===== src/verilog/circ_pkg.sv =====
/*
 * Constants for the interworking control register bank: register indices,
 * field positions and reset values.
 * Assumes a 16-bit host bus with word addresses, one register per index.
 */
// Functional notes
// Cell bit picks emulation or ATM; service bit
// Clock recovery bits ignored on ATM ports
// Three loopback bits plus rx/tx activates
// Emergency bit permits automatic port switchover
// Multiframe bit meaning depends on line pin
// Soft reset bit pulses reset, self clears
// Three global interface enable bits
// Dummy time stamp sent twice, first cells
// Software programs dummy stamp before enable
// Two-bit select picks one of four patterns
// Pointer parity enable else bit7 zero
// Even check bit inverts checker parity
// Destructive read only when monitoring active
// Monitoring off: processor owns external RAM
// Monitoring on: shared, queue read oldest
// Counter enable masks per port kind
// Delineation fields alpha delta coset, 7655
// Receive idle header match with mask
// Transmit idle header and payload, 6A
// Transparency bits forward looped data too
// VCI filter on emulation ports only
// Interrupt mask all ones after reset
// Clock monitor live, not latched
// Unused bits read zero, ignore writes
package circ_pkg;
	localparam int ADDR_W = 5;
	localparam int NPORT = 8;
	// ****************************************
	// Register indices
	// ****************************************
	localparam logic [4:0] IDX_PORT0 = 5'h00;
	localparam logic [4:0] IDX_DEVICE_SETUP = 5'h08;
	localparam logic [4:0] IDX_MONITOR_CONTROL = 5'h09;
	localparam logic [4:0] IDX_CELL_CNT_EN = 5'h0A;
	localparam logic [4:0] IDX_EMUL_CNT_EN = 5'h0B;
	localparam logic [4:0] IDX_PATTERN_HIGH = 5'h0C;
	localparam logic [4:0] IDX_PATTERN_LOW = 5'h0D;
	localparam logic [4:0] IDX_DELINEATION = 5'h0E;
	localparam logic [4:0] IDX_RX_IDLE = 5'h0F;
	localparam logic [4:0] IDX_TX_IDLE = 5'h10;
	localparam logic [4:0] IDX_LOOP_CONTROL = 5'h11;
	localparam logic [4:0] IDX_CELL_FILL = 5'h12;
	localparam logic [4:0] IDX_INT_MASK = 5'h13;
	localparam logic [4:0] IDX_TIMER_TWO = 5'h14;
	localparam logic [4:0] IDX_REVISION = 5'h16;
	localparam logic [4:0] IDX_CLOCK_MON = 5'h17;
	// ****************************************
	// Writable bit masks
	// ****************************************
	localparam logic [15:0] MASK_PORT = 16'h07FF;
	localparam logic [15:0] MASK_DEVICE = 16'h1FFF;
	localparam logic [15:0] MASK_MONITOR = 16'h0007;
	localparam logic [15:0] MASK_CELL_CNT = 16'h001F;
	localparam logic [15:0] MASK_LOOP = 16'h01FF;
	localparam logic [15:0] MASK_FILL = 16'h00FF;
	localparam logic [15:0] MASK_TIMER = 16'h0001;
	// ****************************************
	// Reset values
	// ****************************************
	localparam logic [15:0] RST_ZERO = 16'h0000;
	localparam logic [15:0] RST_PATTERN = 16'h0FFF;
	localparam logic [15:0] RST_DELINEATION = 16'h7655;
	localparam logic [15:0] RST_RX_IDLE = 16'h0101;
	localparam logic [15:0] RST_TX_IDLE = 16'h016A;
	localparam logic [15:0] RST_INT_MASK = 16'hFFFF;
	// ****************************************
	// Field positions
	// ****************************************
	localparam int P_TX_MFS = 0;
	localparam int P_TX_ACT = 1;
	localparam int PORT_EMERGENCY_ENABLE = 2;
	localparam int P_RX_ACT = 3;
	localparam int P_DLP = 4;
	localparam int P_ULP = 5;
	localparam int P_SLP = 6;
	localparam int P_SRTS = 7;
	localparam int P_ACM = 8;
	localparam int P_CES = 9;
	localparam int P_ATM = 10;
	localparam int D_EVEN_PCK = 0;
	localparam int D_PTR_PRTY = 1;
	localparam int D_OVF_CNT = 2;
	localparam int D_EMG_SEL_LO = 3;
	localparam int D_STAMP_LO = 5;
	localparam int D_CRV_EN = 9;
	localparam int D_UR_EN = 10;
	localparam int D_UT_EN = 11;
	localparam int D_SW_RESET = 12;
	localparam int M_OAM_ACT = 0;
	localparam int M_DEST_READ = 1;
	localparam int M_TIMER_ONE = 2;
	localparam int L_VCI_LO = 0;
	localparam int L_VCI_FLT = 5;
	localparam int L_TDLP = 6;
	localparam int L_TULP = 7;
	localparam int L_TSLP = 8;
	localparam int V_E1T1 = 6;
	localparam int V_ITST0 = 7;
	localparam int V_ITST3 = 8;
	// Dummy stamp sent twice inside this many cells
	localparam logic [4:0] STAMP_WINDOW = 5'h10;
	localparam logic [1:0] STAMP_REPEAT = 2'h2;
endpackage : circ_pkg


===== src/verilog/circ_regs.sv =====
/*
 * Control and status register bank of the interworking device, plus the
 * decoded per-port and device-wide controls for the datapath.
 * Assumes a synchronous host strobe interface and datapath event pulses.
 */
module circ_regs #(
	parameter logic [5:0] VERSION_CODE = 6'h15, // Arbitrary value
	parameter int NPORT = 8
) (
	input wire logic clk,
	input wire logic rstn,
	input wire logic host_cs,
	input wire logic host_wr,
	input wire logic host_rd,
	input wire logic [4:0] host_addr,
	input wire logic [15:0] host_wdata,
	output logic [15:0] host_rdata,
	input wire logic pin_e1_t1,
	input wire logic pin_itst0,
	input wire logic pin_itst3,
	input wire logic [7:0] rx_clock_failure,
	input wire logic segmentation_start,
	input wire logic cell_sent,
	input wire logic cell_has_stamp,
	input wire logic oam_counter_read,
	input wire logic queue_read,
	output logic soft_reset_pulse,
	output logic [7:0] port_atm,
	output logic [7:0] port_unstructured,
	output logic [7:0] port_adaptive_en,
	output logic [7:0] port_srts_en,
	output logic [7:0] port_serial_loop,
	output logic [7:0] port_up_loop,
	output logic [7:0] port_down_loop,
	output logic [7:0] port_rx_active,
	output logic [7:0] port_tx_active,
	output logic [7:0] port_emergency_enable,
	output logic [7:0] port_crc_or_esf,
	output logic [7:0] port_vci_filter_en,
	output logic cell_tx_enable,
	output logic cell_rx_enable,
	output logic clock_rec_enable,
	output logic [3:0] stamp_value,
	output logic stamp_insert,
	output logic [7:0] emergency_pattern,
	output logic pointer_parity_en,
	output logic parity_expect_inverted,
	output logic overflow_count_en,
	output logic oam_clear_on_read,
	output logic ram_cpu_only,
	output logic queue_pop_oldest,
	output logic timer_group_one_enable,
	output logic timer_group_two_enable,
	output logic [4:0] cell_counter_en,
	output logic [15:0] emul_counter_en,
	output logic [3:0] hec_alpha,
	output logic [3:0] hec_delta,
	output logic [7:0] hec_coset,
	output logic [15:0] rx_idle_match,
	output logic [7:0] tx_idle_header,
	output logic [7:0] tx_idle_payload,
	output logic serial_transparent,
	output logic up_transparent,
	output logic down_transparent,
	output logic [4:0] vci_loop_value,
	output logic [7:0] fill_octet,
	output logic [15:0] interrupt_mask_reg
);
	// ****************************************
	// State
	// ****************************************
	typedef struct packed {
		logic [NPORT-1:0][15:0] port_setup;
		logic [15:0] device_setup;
		logic [15:0] monitor_control;
		logic [15:0] cell_cnt;
		logic [15:0] emul_cnt;
		logic [15:0] pattern_high;
		logic [15:0] pattern_low;
		logic [15:0] delineation;
		logic [15:0] rx_idle;
		logic [15:0] tx_idle;
		logic [15:0] loop_ctl;
		logic [15:0] fill;
		logic [15:0] int_mask;
		logic [15:0] timer_two;
		logic [15:0] rdata;
		logic reset_pulse;
		logic [4:0] cells;
		logic [1:0] stamps;
		logic stamp_active;
	} circ_state_t;

	circ_state_t s_q;
	circ_state_t s_d;
	logic [15:0] revision;

	function automatic logic [15:0] circ_merge(input logic [15:0] old, input logic [15:0] wd,
		input logic [15:0] mask);
		circ_merge = (old & ~mask) | (wd & mask);
	endfunction : circ_merge

	assign revision = {7'h00, pin_itst3, pin_itst0, pin_e1_t1, VERSION_CODE};

	// ****************************************
	// Next state
	// ****************************************
	always_comb begin
		logic wr;
		logic [15:0] rd;
		wr = host_cs && host_wr;
		rd = 16'h0000;
		s_d = s_q;
		s_d.reset_pulse = 1'b0;
		if (wr) begin
			if (host_addr[4:3] == 2'h0) begin
				s_d.port_setup[host_addr[2:0]] = circ_merge(16'h0000, host_wdata, circ_pkg::MASK_PORT);
			end
			unique case (host_addr)
				circ_pkg::IDX_DEVICE_SETUP: begin
					s_d.device_setup = circ_merge(16'h0000, host_wdata, circ_pkg::MASK_DEVICE);
				end
				circ_pkg::IDX_MONITOR_CONTROL: begin
					s_d.monitor_control = circ_merge(16'h0000, host_wdata, circ_pkg::MASK_MONITOR);
				end
				circ_pkg::IDX_CELL_CNT_EN: begin
					s_d.cell_cnt = circ_merge(16'h0000, host_wdata, circ_pkg::MASK_CELL_CNT);
				end
				circ_pkg::IDX_EMUL_CNT_EN: s_d.emul_cnt = host_wdata;
				circ_pkg::IDX_PATTERN_HIGH: s_d.pattern_high = host_wdata;
				circ_pkg::IDX_PATTERN_LOW: s_d.pattern_low = host_wdata;
				circ_pkg::IDX_DELINEATION: s_d.delineation = host_wdata;
				circ_pkg::IDX_RX_IDLE: s_d.rx_idle = host_wdata;
				circ_pkg::IDX_TX_IDLE: s_d.tx_idle = host_wdata;
				circ_pkg::IDX_LOOP_CONTROL: begin
					s_d.loop_ctl = circ_merge(16'h0000, host_wdata, circ_pkg::MASK_LOOP);
				end
				circ_pkg::IDX_CELL_FILL: begin
					s_d.fill = circ_merge(16'h0000, host_wdata, circ_pkg::MASK_FILL);
				end
				circ_pkg::IDX_INT_MASK: s_d.int_mask = host_wdata;
				circ_pkg::IDX_TIMER_TWO: begin
					s_d.timer_two = circ_merge(16'h0000, host_wdata, circ_pkg::MASK_TIMER);
				end
				default: begin
				end
			endcase
		end
		// Soft reset bit fires one internal pulse and is cleared on the same edge
		if (s_q.device_setup[circ_pkg::D_SW_RESET]) begin
			s_d.reset_pulse = 1'b1;
			s_d.device_setup[circ_pkg::D_SW_RESET] = 1'b0;
		end
		// Dummy stamp tracking after segmentation start
		if (segmentation_start) begin
			s_d.cells = 5'h00;
			s_d.stamps = 2'h0;
			s_d.stamp_active = s_q.device_setup[circ_pkg::D_CRV_EN];
		end else if (s_q.stamp_active && cell_sent) begin
			s_d.cells = s_q.cells + 5'h01;
			if (cell_has_stamp && s_q.stamps != circ_pkg::STAMP_REPEAT) begin
				s_d.stamps = s_q.stamps + 2'h1;
			end
			if (s_q.cells + 5'h01 == circ_pkg::STAMP_WINDOW) begin
				s_d.stamp_active = 1'b0;
			end
		end
		if (host_addr[4:3] == 2'h0) begin
			rd = s_q.port_setup[host_addr[2:0]];
		end else begin
			unique case (host_addr)
				circ_pkg::IDX_DEVICE_SETUP: rd = s_q.device_setup;
				circ_pkg::IDX_MONITOR_CONTROL: rd = s_q.monitor_control;
				circ_pkg::IDX_CELL_CNT_EN: rd = s_q.cell_cnt;
				circ_pkg::IDX_EMUL_CNT_EN: rd = s_q.emul_cnt;
				circ_pkg::IDX_PATTERN_HIGH: rd = s_q.pattern_high;
				circ_pkg::IDX_PATTERN_LOW: rd = s_q.pattern_low;
				circ_pkg::IDX_DELINEATION: rd = s_q.delineation;
				circ_pkg::IDX_RX_IDLE: rd = s_q.rx_idle;
				circ_pkg::IDX_TX_IDLE: rd = s_q.tx_idle;
				circ_pkg::IDX_LOOP_CONTROL: rd = s_q.loop_ctl;
				circ_pkg::IDX_CELL_FILL: rd = s_q.fill;
				circ_pkg::IDX_INT_MASK: rd = s_q.int_mask;
				circ_pkg::IDX_TIMER_TWO: rd = s_q.timer_two;
				circ_pkg::IDX_REVISION: rd = revision;
				circ_pkg::IDX_CLOCK_MON: rd = {8'h00, rx_clock_failure};
				default: rd = 16'h0000;
			endcase
		end
		s_d.rdata = (host_cs && host_rd) ? rd : s_q.rdata;
	end

	always_ff @(posedge clk) begin
		if (!rstn) begin
			s_q <= '0;
			s_q.pattern_high <= circ_pkg::RST_PATTERN;
			s_q.pattern_low <= circ_pkg::RST_PATTERN;
			s_q.delineation <= circ_pkg::RST_DELINEATION;
			s_q.rx_idle <= circ_pkg::RST_RX_IDLE;
			s_q.tx_idle <= circ_pkg::RST_TX_IDLE;
			s_q.int_mask <= circ_pkg::RST_INT_MASK;
		end else begin
			s_q <= s_d;
		end
	end

	// ****************************************
	// Decoded controls
	// ****************************************
	always_comb begin
		for (int i = 0; i < NPORT; i++) begin
			logic atm;
			atm = s_q.port_setup[i][circ_pkg::P_ATM];
			port_atm[i] = atm;
			port_unstructured[i] = !atm && s_q.port_setup[i][circ_pkg::P_CES];
			port_adaptive_en[i] = !atm && s_q.port_setup[i][circ_pkg::P_ACM];
			port_srts_en[i] = !atm && s_q.port_setup[i][circ_pkg::P_SRTS];
			port_serial_loop[i] = s_q.port_setup[i][circ_pkg::P_SLP];
			port_up_loop[i] = s_q.port_setup[i][circ_pkg::P_ULP];
			port_down_loop[i] = s_q.port_setup[i][circ_pkg::P_DLP];
			port_rx_active[i] = s_q.port_setup[i][circ_pkg::P_RX_ACT];
			port_tx_active[i] = s_q.port_setup[i][circ_pkg::P_TX_ACT];
			port_emergency_enable[i] = s_q.port_setup[i][circ_pkg::PORT_EMERGENCY_ENABLE];
			// Same bit: CRC multiframe on E1, ESF on T1
			port_crc_or_esf[i] = s_q.port_setup[i][circ_pkg::P_TX_MFS];
			port_vci_filter_en[i] = !atm && s_q.loop_ctl[circ_pkg::L_VCI_FLT];
		end
	end

	always_comb begin
		unique case (s_q.device_setup[circ_pkg::D_EMG_SEL_LO +: 2])
			2'h0: emergency_pattern = s_q.pattern_low[7:0];
			2'h1: emergency_pattern = s_q.pattern_low[15:8];
			2'h2: emergency_pattern = s_q.pattern_high[7:0];
			2'h3: emergency_pattern = s_q.pattern_high[15:8];
		endcase
	end

	assign host_rdata = s_q.rdata;
	assign soft_reset_pulse = s_q.reset_pulse;
	assign cell_tx_enable = s_q.device_setup[circ_pkg::D_UT_EN];
	assign cell_rx_enable = s_q.device_setup[circ_pkg::D_UR_EN];
	assign clock_rec_enable = s_q.device_setup[circ_pkg::D_CRV_EN];
	// Unprogrammed stamp goes out as zero; that is software's duty
	assign stamp_value = s_q.device_setup[circ_pkg::D_STAMP_LO +: 4];
	assign stamp_insert = s_q.stamp_active && s_q.stamps != circ_pkg::STAMP_REPEAT;
	assign pointer_parity_en = s_q.device_setup[circ_pkg::D_PTR_PRTY];
	assign parity_expect_inverted = s_q.device_setup[circ_pkg::D_EVEN_PCK];
	assign overflow_count_en = s_q.device_setup[circ_pkg::D_OVF_CNT];
	assign oam_clear_on_read = oam_counter_read && s_q.monitor_control[circ_pkg::M_OAM_ACT]
		&& s_q.monitor_control[circ_pkg::M_DEST_READ];
	assign ram_cpu_only = !s_q.monitor_control[circ_pkg::M_OAM_ACT];
	assign queue_pop_oldest = queue_read && s_q.monitor_control[circ_pkg::M_OAM_ACT];
	assign timer_group_one_enable = s_q.monitor_control[circ_pkg::M_TIMER_ONE];
	assign timer_group_two_enable = s_q.timer_two[0];
	assign cell_counter_en = s_q.cell_cnt[4:0];
	assign emul_counter_en = s_q.emul_cnt;
	assign hec_alpha = s_q.delineation[15:12];
	assign hec_delta = s_q.delineation[11:8];
	assign hec_coset = s_q.delineation[7:0];
	assign rx_idle_match = s_q.rx_idle;
	assign tx_idle_header = s_q.tx_idle[15:8];
	assign tx_idle_payload = s_q.tx_idle[7:0];
	assign serial_transparent = s_q.loop_ctl[circ_pkg::L_TSLP];
	assign up_transparent = s_q.loop_ctl[circ_pkg::L_TULP];
	assign down_transparent = s_q.loop_ctl[circ_pkg::L_TDLP];
	assign vci_loop_value = s_q.loop_ctl[circ_pkg::L_VCI_LO +: 5];
	assign fill_octet = s_q.fill[7:0];
	assign interrupt_mask_reg = s_q.int_mask;
endmodule : circ_regs


===== config.mk =====
export PLATFORM = sky130hd
export DESIGN_NAME = circ_regs
export DESIGN_NICKNAME = d
export VERILOG_FILES = /design/src/verilog/circ_pkg.sv /design/src/verilog/circ_regs.sv
export SDC_FILE = /design/constraint.sdc
export NUM_CORES = 1
export LEC_CHECK = 0
export ABC_AREA = 1
export BUFFER_PORTS_ARGS = -buffer_cell sky130_fd_sc_hd__buf_2
export CAP_MARGIN = 25
export CORE_UTILIZATION = 45
export DETAILED_ROUTE_END_ITERATION = 7
export PLACE_DENSITY = 0.68
export SETUP_SLACK_MARGIN = 0.2
export SLEW_MARGIN = 20
export SYNTH_ARGS = -nofsm -noshare
export SYNTH_HDL_FRONTEND = slang
export SYNTH_SLANG_ARGS = --single-unit

===== constraint.sdc =====
create_clock -name clk -period 2.13 [get_ports clk]
set_input_delay 0.213 -clock clk [delete_from_list [all_inputs] [get_ports clk]]
set_output_delay 0.213 -clock clk [all_outputs]
set_load 0.02 [all_outputs]

**Word level (Yosys, flattened, before mapping)**

Cells that the tools add are included.

- Bits of input ports: 42
- Output and inout port bits: 238
- Logic and storage cells: 136
- Flip-flop bits (word level): 304

- Eq/ne operators: 20
- Add/sub/neg operators: 2
- Reduce and logical (&&, ||, !) cells: 72
- Order comparisons: 2
- Multiplexer cells: 12
- Bitwise logic cells: 1

Operators with widths:

| operator | count |
|---|---|
| 16-bit one-hot mux with 15 select lines | 1 |
| 128-bit bitwise mux | 1 |
| 16-bit binary-select mux with 3-bit select | 1 |
| 16-bit demux with 3-bit select | 1 |
| 16-bit 2-to-1 mux | 3 |
| 1-bit logical AND | 41 |
| 5-bit by 4-bit == test with 1-bit output (second input constant) | 8 |
| 5-bit == test (second input constant) | 8 |
| 8-bit one-hot mux with 4 select lines | 1 |
| 2-bit AND reduction | 16 |
| 1-bit zero test | 9 |
| 5-bit by 1-bit adder with 5-bit output (second input constant) | 1 |
| 2-bit == test (second input constant) | 2 |
| 2-bit zero test | 2 |
| 3-bit by 4-bit less-than comparator with 1-bit output (second input constant) | 1 |
| 1-bit 2-to-1 mux | 4 |
| 2-bit nonzero test | 2 |
| 2-bit OR reduction | 2 |
| 3-bit by 1-bit greater-or-equal comparator with 1-bit output (second input constant) | 1 |
| 2-bit by 1-bit adder with 2-bit output (second input constant) | 1 |
| 2-bit by 1-bit == test with 1-bit output (second input constant) | 1 |
| 2-bit != test (second input constant) | 1 |
| 1-bit NOT | 1 |

**Logic depth before layout (Yosys ltp)**

- Depth after elaboration: 5
- Gate-level depth with buffers: 12
- Mapped depth without buffers: 11

**Worst setup path before layout**

OpenSTA, ideal clock, no wires.

- Kind: in2reg
- Start: in host_addr[1]
- End: reg s_q, in the netlist emul_counter_en[6]
- Library setup time: 0.116 ns
- Buffers on the path: 2
- Arrival: 1.418 ns
- Stages on the path: 9
- Setup slack: 0.596 ns
- Data required time: 2.014 ns
- Cell sequence: buf_4 nand2_2 nor2_1 nand2_1 nor2_1 inv_1 buf_2 nor2_1 nor2_1

- Cells in the longest elaborated chain, start to end: 2

RTL lines:

| item | line | source |
|---|---|---|
| start, declared | circ_regs.sv:15 | `input wire logic [4:0] host_addr,` |
| 5-bit by 4-bit == test with 1-bit output | circ_regs.sv:119 | `unique case (host_addr)` |
| 2-bit AND reduction (no source line) | n/a |  |
| end, declared | circ_regs.sv:94 | `circ_state_t s_q;` |

No other way between the ends.
A chain may end at the register's enable or synchronous reset.

**Worst setup path in the final report**

- Start: reg s_q[221] in the netlist's numbering
- End: out emergency_pattern[5]

- Cells in the longest elaborated chain, start to end: 2
- Elaborated cells between the ends (all ways): 5
- Those cells by class: 3 x eq/ne; 1 x mux; 1 x reduce/logical

RTL lines:

| item | line | source |
|---|---|---|
| 2-bit == test (tied with other cells) | circ_regs.sv:231 | `unique case (s_q.device_setup[circ_pkg::D_EMG_SEL_LO +: 2])` |
| 8-bit one-hot mux with 4 select lines * | circ_regs.sv:231 |  |
| end, declared | circ_regs.sv:45 | `output logic [7:0] emergency_pattern,` |

Mark *: on every way between the ends. The rest lies on a longest branch, timed or not.

==> impl_metrics.yaml <==
logic_synthesis:
  syn_area_sq_mm: 0.0132
  yosysWarnings: 0
  netlist_top_cells_area: "dfxtp_1, buf_4, nor2_1"
  ys_seq_area_share_pct: 39.9
  avgSynthCellArea_sq_um: 6.78
  synth_top_area_cell: "dfxtp_1"
  synth_nets: 1997
  synth-main-ff-cell: "dfxtp_1"
  ys_async_sr_fraction_pct: 0
  syn_inst: 1952
  ys_seq_elements: 264
  synth_edf_count: 0
  yosys.area.top_type_share_pct: 39.9
  ys_types: 32
sta:
  final-hold-violation-count: 0
  tightest_slew_ns: 0.659
  slew_headroom_pct: 56.0
  finalMaxSlewViolations: 0
  finalSetupViolations: 0
  fmax_mhz: 507
  skew_ns: 0.0164
  fin_crit_sh_pct: 92.6
  tns_ns: 0
  post-route-min-period_ns: 1.97
  rsz0062_at_grt: "true"
pwr:
  totalPowerFinal_w: 0.0108
  p_leak_nw: 7.08
  powerDensity_mw_per_mm2: 730
  worst_ir_drop_vdd_mv: 0.549
floorplanning:
  core_area_sq_mm: 0.0288
  rows: 62
  io_pins: 280
  die_height_um: 173
  die_w_um: 173
  die-area_sq_mm: 0.0301
  initial_utilization_pct: 46.0
worst_hold_path:
  hold_class: "primary input to flip-flop"
  hold-path-endpoint: "s_q[1]$_SDFFE_PP0P_"
  min-delay-start: "cell_sent"
  worstHoldPathCells: 3
setup_path:
  worst-setup-path-type: "flip-flop to output pin"
  arrival_ns: 1.76
  cp-startpoint: "s_q[221]$_SDFFE_PN0P_"
  cp_max_fo: 8
  worstReg2RegEnd: "host_rdata[11]$_SDFFE_PN0P_"
  critPathRequiredTime_ns: 1.92
  worstSetupEndpointType: "output pin"
  ff2ff_path_depth: 6
  start_kind: "flip-flop"
  crit_chain: "inv_1, nor2_4, nand2_1, a22oi_2, buf_4"
  reg2reg_setup_slack_ns: 0.71
  max_stage_delay_ns: 0.40
  slowest_stage: "dfxtp_4"
  reg2reg_from: "tx_idle_header[3]$_SDFFE_PN0P_"
placement:
  dp.cells: 2389
  dp_hpwl_um: 34100
  gp_congestion: 0.930
  io_buffers: 279
outcome:
  status: "complete, no violations"
grt:
  grt_pass1_wl_um: 71000
  grt_start_max_net_pins: 79
  grt_antenna_before_repair: 1
  grt-ovfl-total: 0
  globalRouteTotalUtil_pct: 30.5
  grt_pass1_vias: 11943
layout:
  layout.cells.non_filler: 2443
  largest_reg_flops: 70
  num-nets-final: 2083
  diodes: 0
  drive_above_1_share_pct: 20.7
  top_register: "s_q"
  post-route-util_pct: 51.5
  nFillCells: 2956
  areaGrowthSynthToFinish_pct: 12.1
routing:
  vias_per_cell: 5.36
  drc: 0
  drt_iter0_drc: 1354
  post_drt_wl_per_cell_um: 19.4
  drt_wl_total_um: 47300
  antenna_left: 0
  vias: 13083
  firstDrtPassIters: 7
flow_run:
  max_cap_viol_count: 0
clocking:
  post-cts-setup-buffers: 0
  clk_pin_slew_ns: 0.06
  root_buffer: "clkbuf_16"
  insertion_delay_ns: 0.56
  cts_tree: "built"
  clock_path_buffers: 3
  cts.htree.levels: 1
  cts_sinks: 264
  cts_made_buffers: 28
==> layout make-up <==
class	instances	area [sq um]	share of cell area [%]
Clock buffer	38	820	5.53
Timing Repair Buffer	341	1940	13.1
Sequential cell	264	5290	35.7
Inverter	146	552	3.72
Clock inverter	13	121	0.818
Tap cell	384	480	3.24
Multi-Input combinational cell	1257	5630	38.0
==> metal layers <==
metal | global-route usage (%) | vias up | share of wire (%)
li1 | - | 6224 | -
met1 | 42.1 | 5987 | 42
met2 | 47.1 | 760 | 43
met3 | 4.74 | 112 | 10
met4 | 13.2 | 0 | 4.3
met5 | 0 | - | 0
==> layout by cell type (no fill, tap or decap), types with 2 or more instances in the layout <==
cell type      instances
clkbuf_1               3
inv_2                  7
buf_2                271
bufinv_16              2
nand3b_1               2
buf_12                 4
dfxtp_1              262
nor2_1               372
clkbuf_16             29
o2111ai_1              5
nand2_1              363
nor2_4                 5
clkinv_2               9
inv_1                137
nor2_2                15
nand3_1               96
dlygate4sd3_1          3
o211ai_1              23
nand4_1               22
a221oi_2               2
nor3_1                 8
buf_4                 63
xor2_1                 3
clkbuf_8               6
o21ai_0              203
a21oi_1              117
a22oi_1                6
ha_1                   3
a22oi_2                2
nand2_2                4
clkinvlp_4             2
==> cell usage after synthesis, types with 3 or more instances <==
master     count
o2111ai_1      5
nor2_2        14
xor2_1         3
a22oi_1        8
nor2_4         3
nand4_1       22
clkbuf_1      68
nand3_1       96
o21ai_0      203
nand2_1      364
buf_4        190
buf_2         24
inv_2          7
nor2_1       375
o211ai_1      23
nor3_1         8
ha_1           3
a21oi_1      117
inv_1        137
nand2_2        3
dfxtp_1      264
==> power by group <==
group | internal [W] | leakage, nW | switching [W] | total, W
sequential | 0.00497 | 2.13 | 0.0000355 | 0.00501
combinational | 0.000204 | 4.48 | 0.000558 | 0.000762
clock | 0.00293 | 0.472 | 0.00212 | 0.00505
total | 0.00811 | 7.08 | 0.00272 | 0.0108
==> kinds of logic after synthesis <==
family	count (synthesis)	synth area share, %
xor+xnor	3	0.199
flops	264	39.9
fa+ha+maj	3	0.284
simple gates	890	27.2
buf+inv	431	17.9
compound gates	361	14.5
==> worst max-delay path, delay by kind of cell (launching register included) <==
kind / cells / cell delay (ns)
AO/OA/AOI/OAI: 1 / 0.21
buffers and inverters: 2 / 0.31
AND/OR/NAND/NOR: 2 / 0.28
flip-flops: 1 / 0.40
==> worst max path at each step <==
| stage | endpoint | slack (ns) | depth (start not counted) |
|---|---|---|---|
| floorplan | emul_counter_en[6]$_SDFFE_PN0P_ | 0.60 | 9 |
| global placement | host_rdata[11]$_SDFFE_PN0P_ | 0.14 | 11 |
| detailed placement | host_rdata[11]$_SDFFE_PN0P_ | 0.11 | 11 |
| CTS | emergency_pattern[5] | 0.15 | 5 |
| global route | emergency_pattern[4] | 0.11 | 5 |
| finish | emergency_pattern[5] | 0.16 | 5 |
==> stage by stage <==
step | area (sq um) | hold WS [ns] | worst slack, ns
CTS | 14800 | 0.00483 | 0.149
floorplan | 13200 | 0.339 | 0.596
finish | 14800 | 0.00924 | 0.157
global placement | 13800 | 0.452 | 0.142
detailed placement | 13800 | 0.453 | 0.111
global route | 14800 | 0.0167 | 0.110
==> timing repair <==
| item | in CTS | in global routing |
|---|---|---|
| resized for setup | 14 | 7 |
| hold buffers | 3 | 0 |
| pin swaps | 2 | 1 |
| setup endpoints to repair | 8 | 15 |
| endpoints found under the hold margin | 3 | 0 |
(Power assumes the default switching activity.)
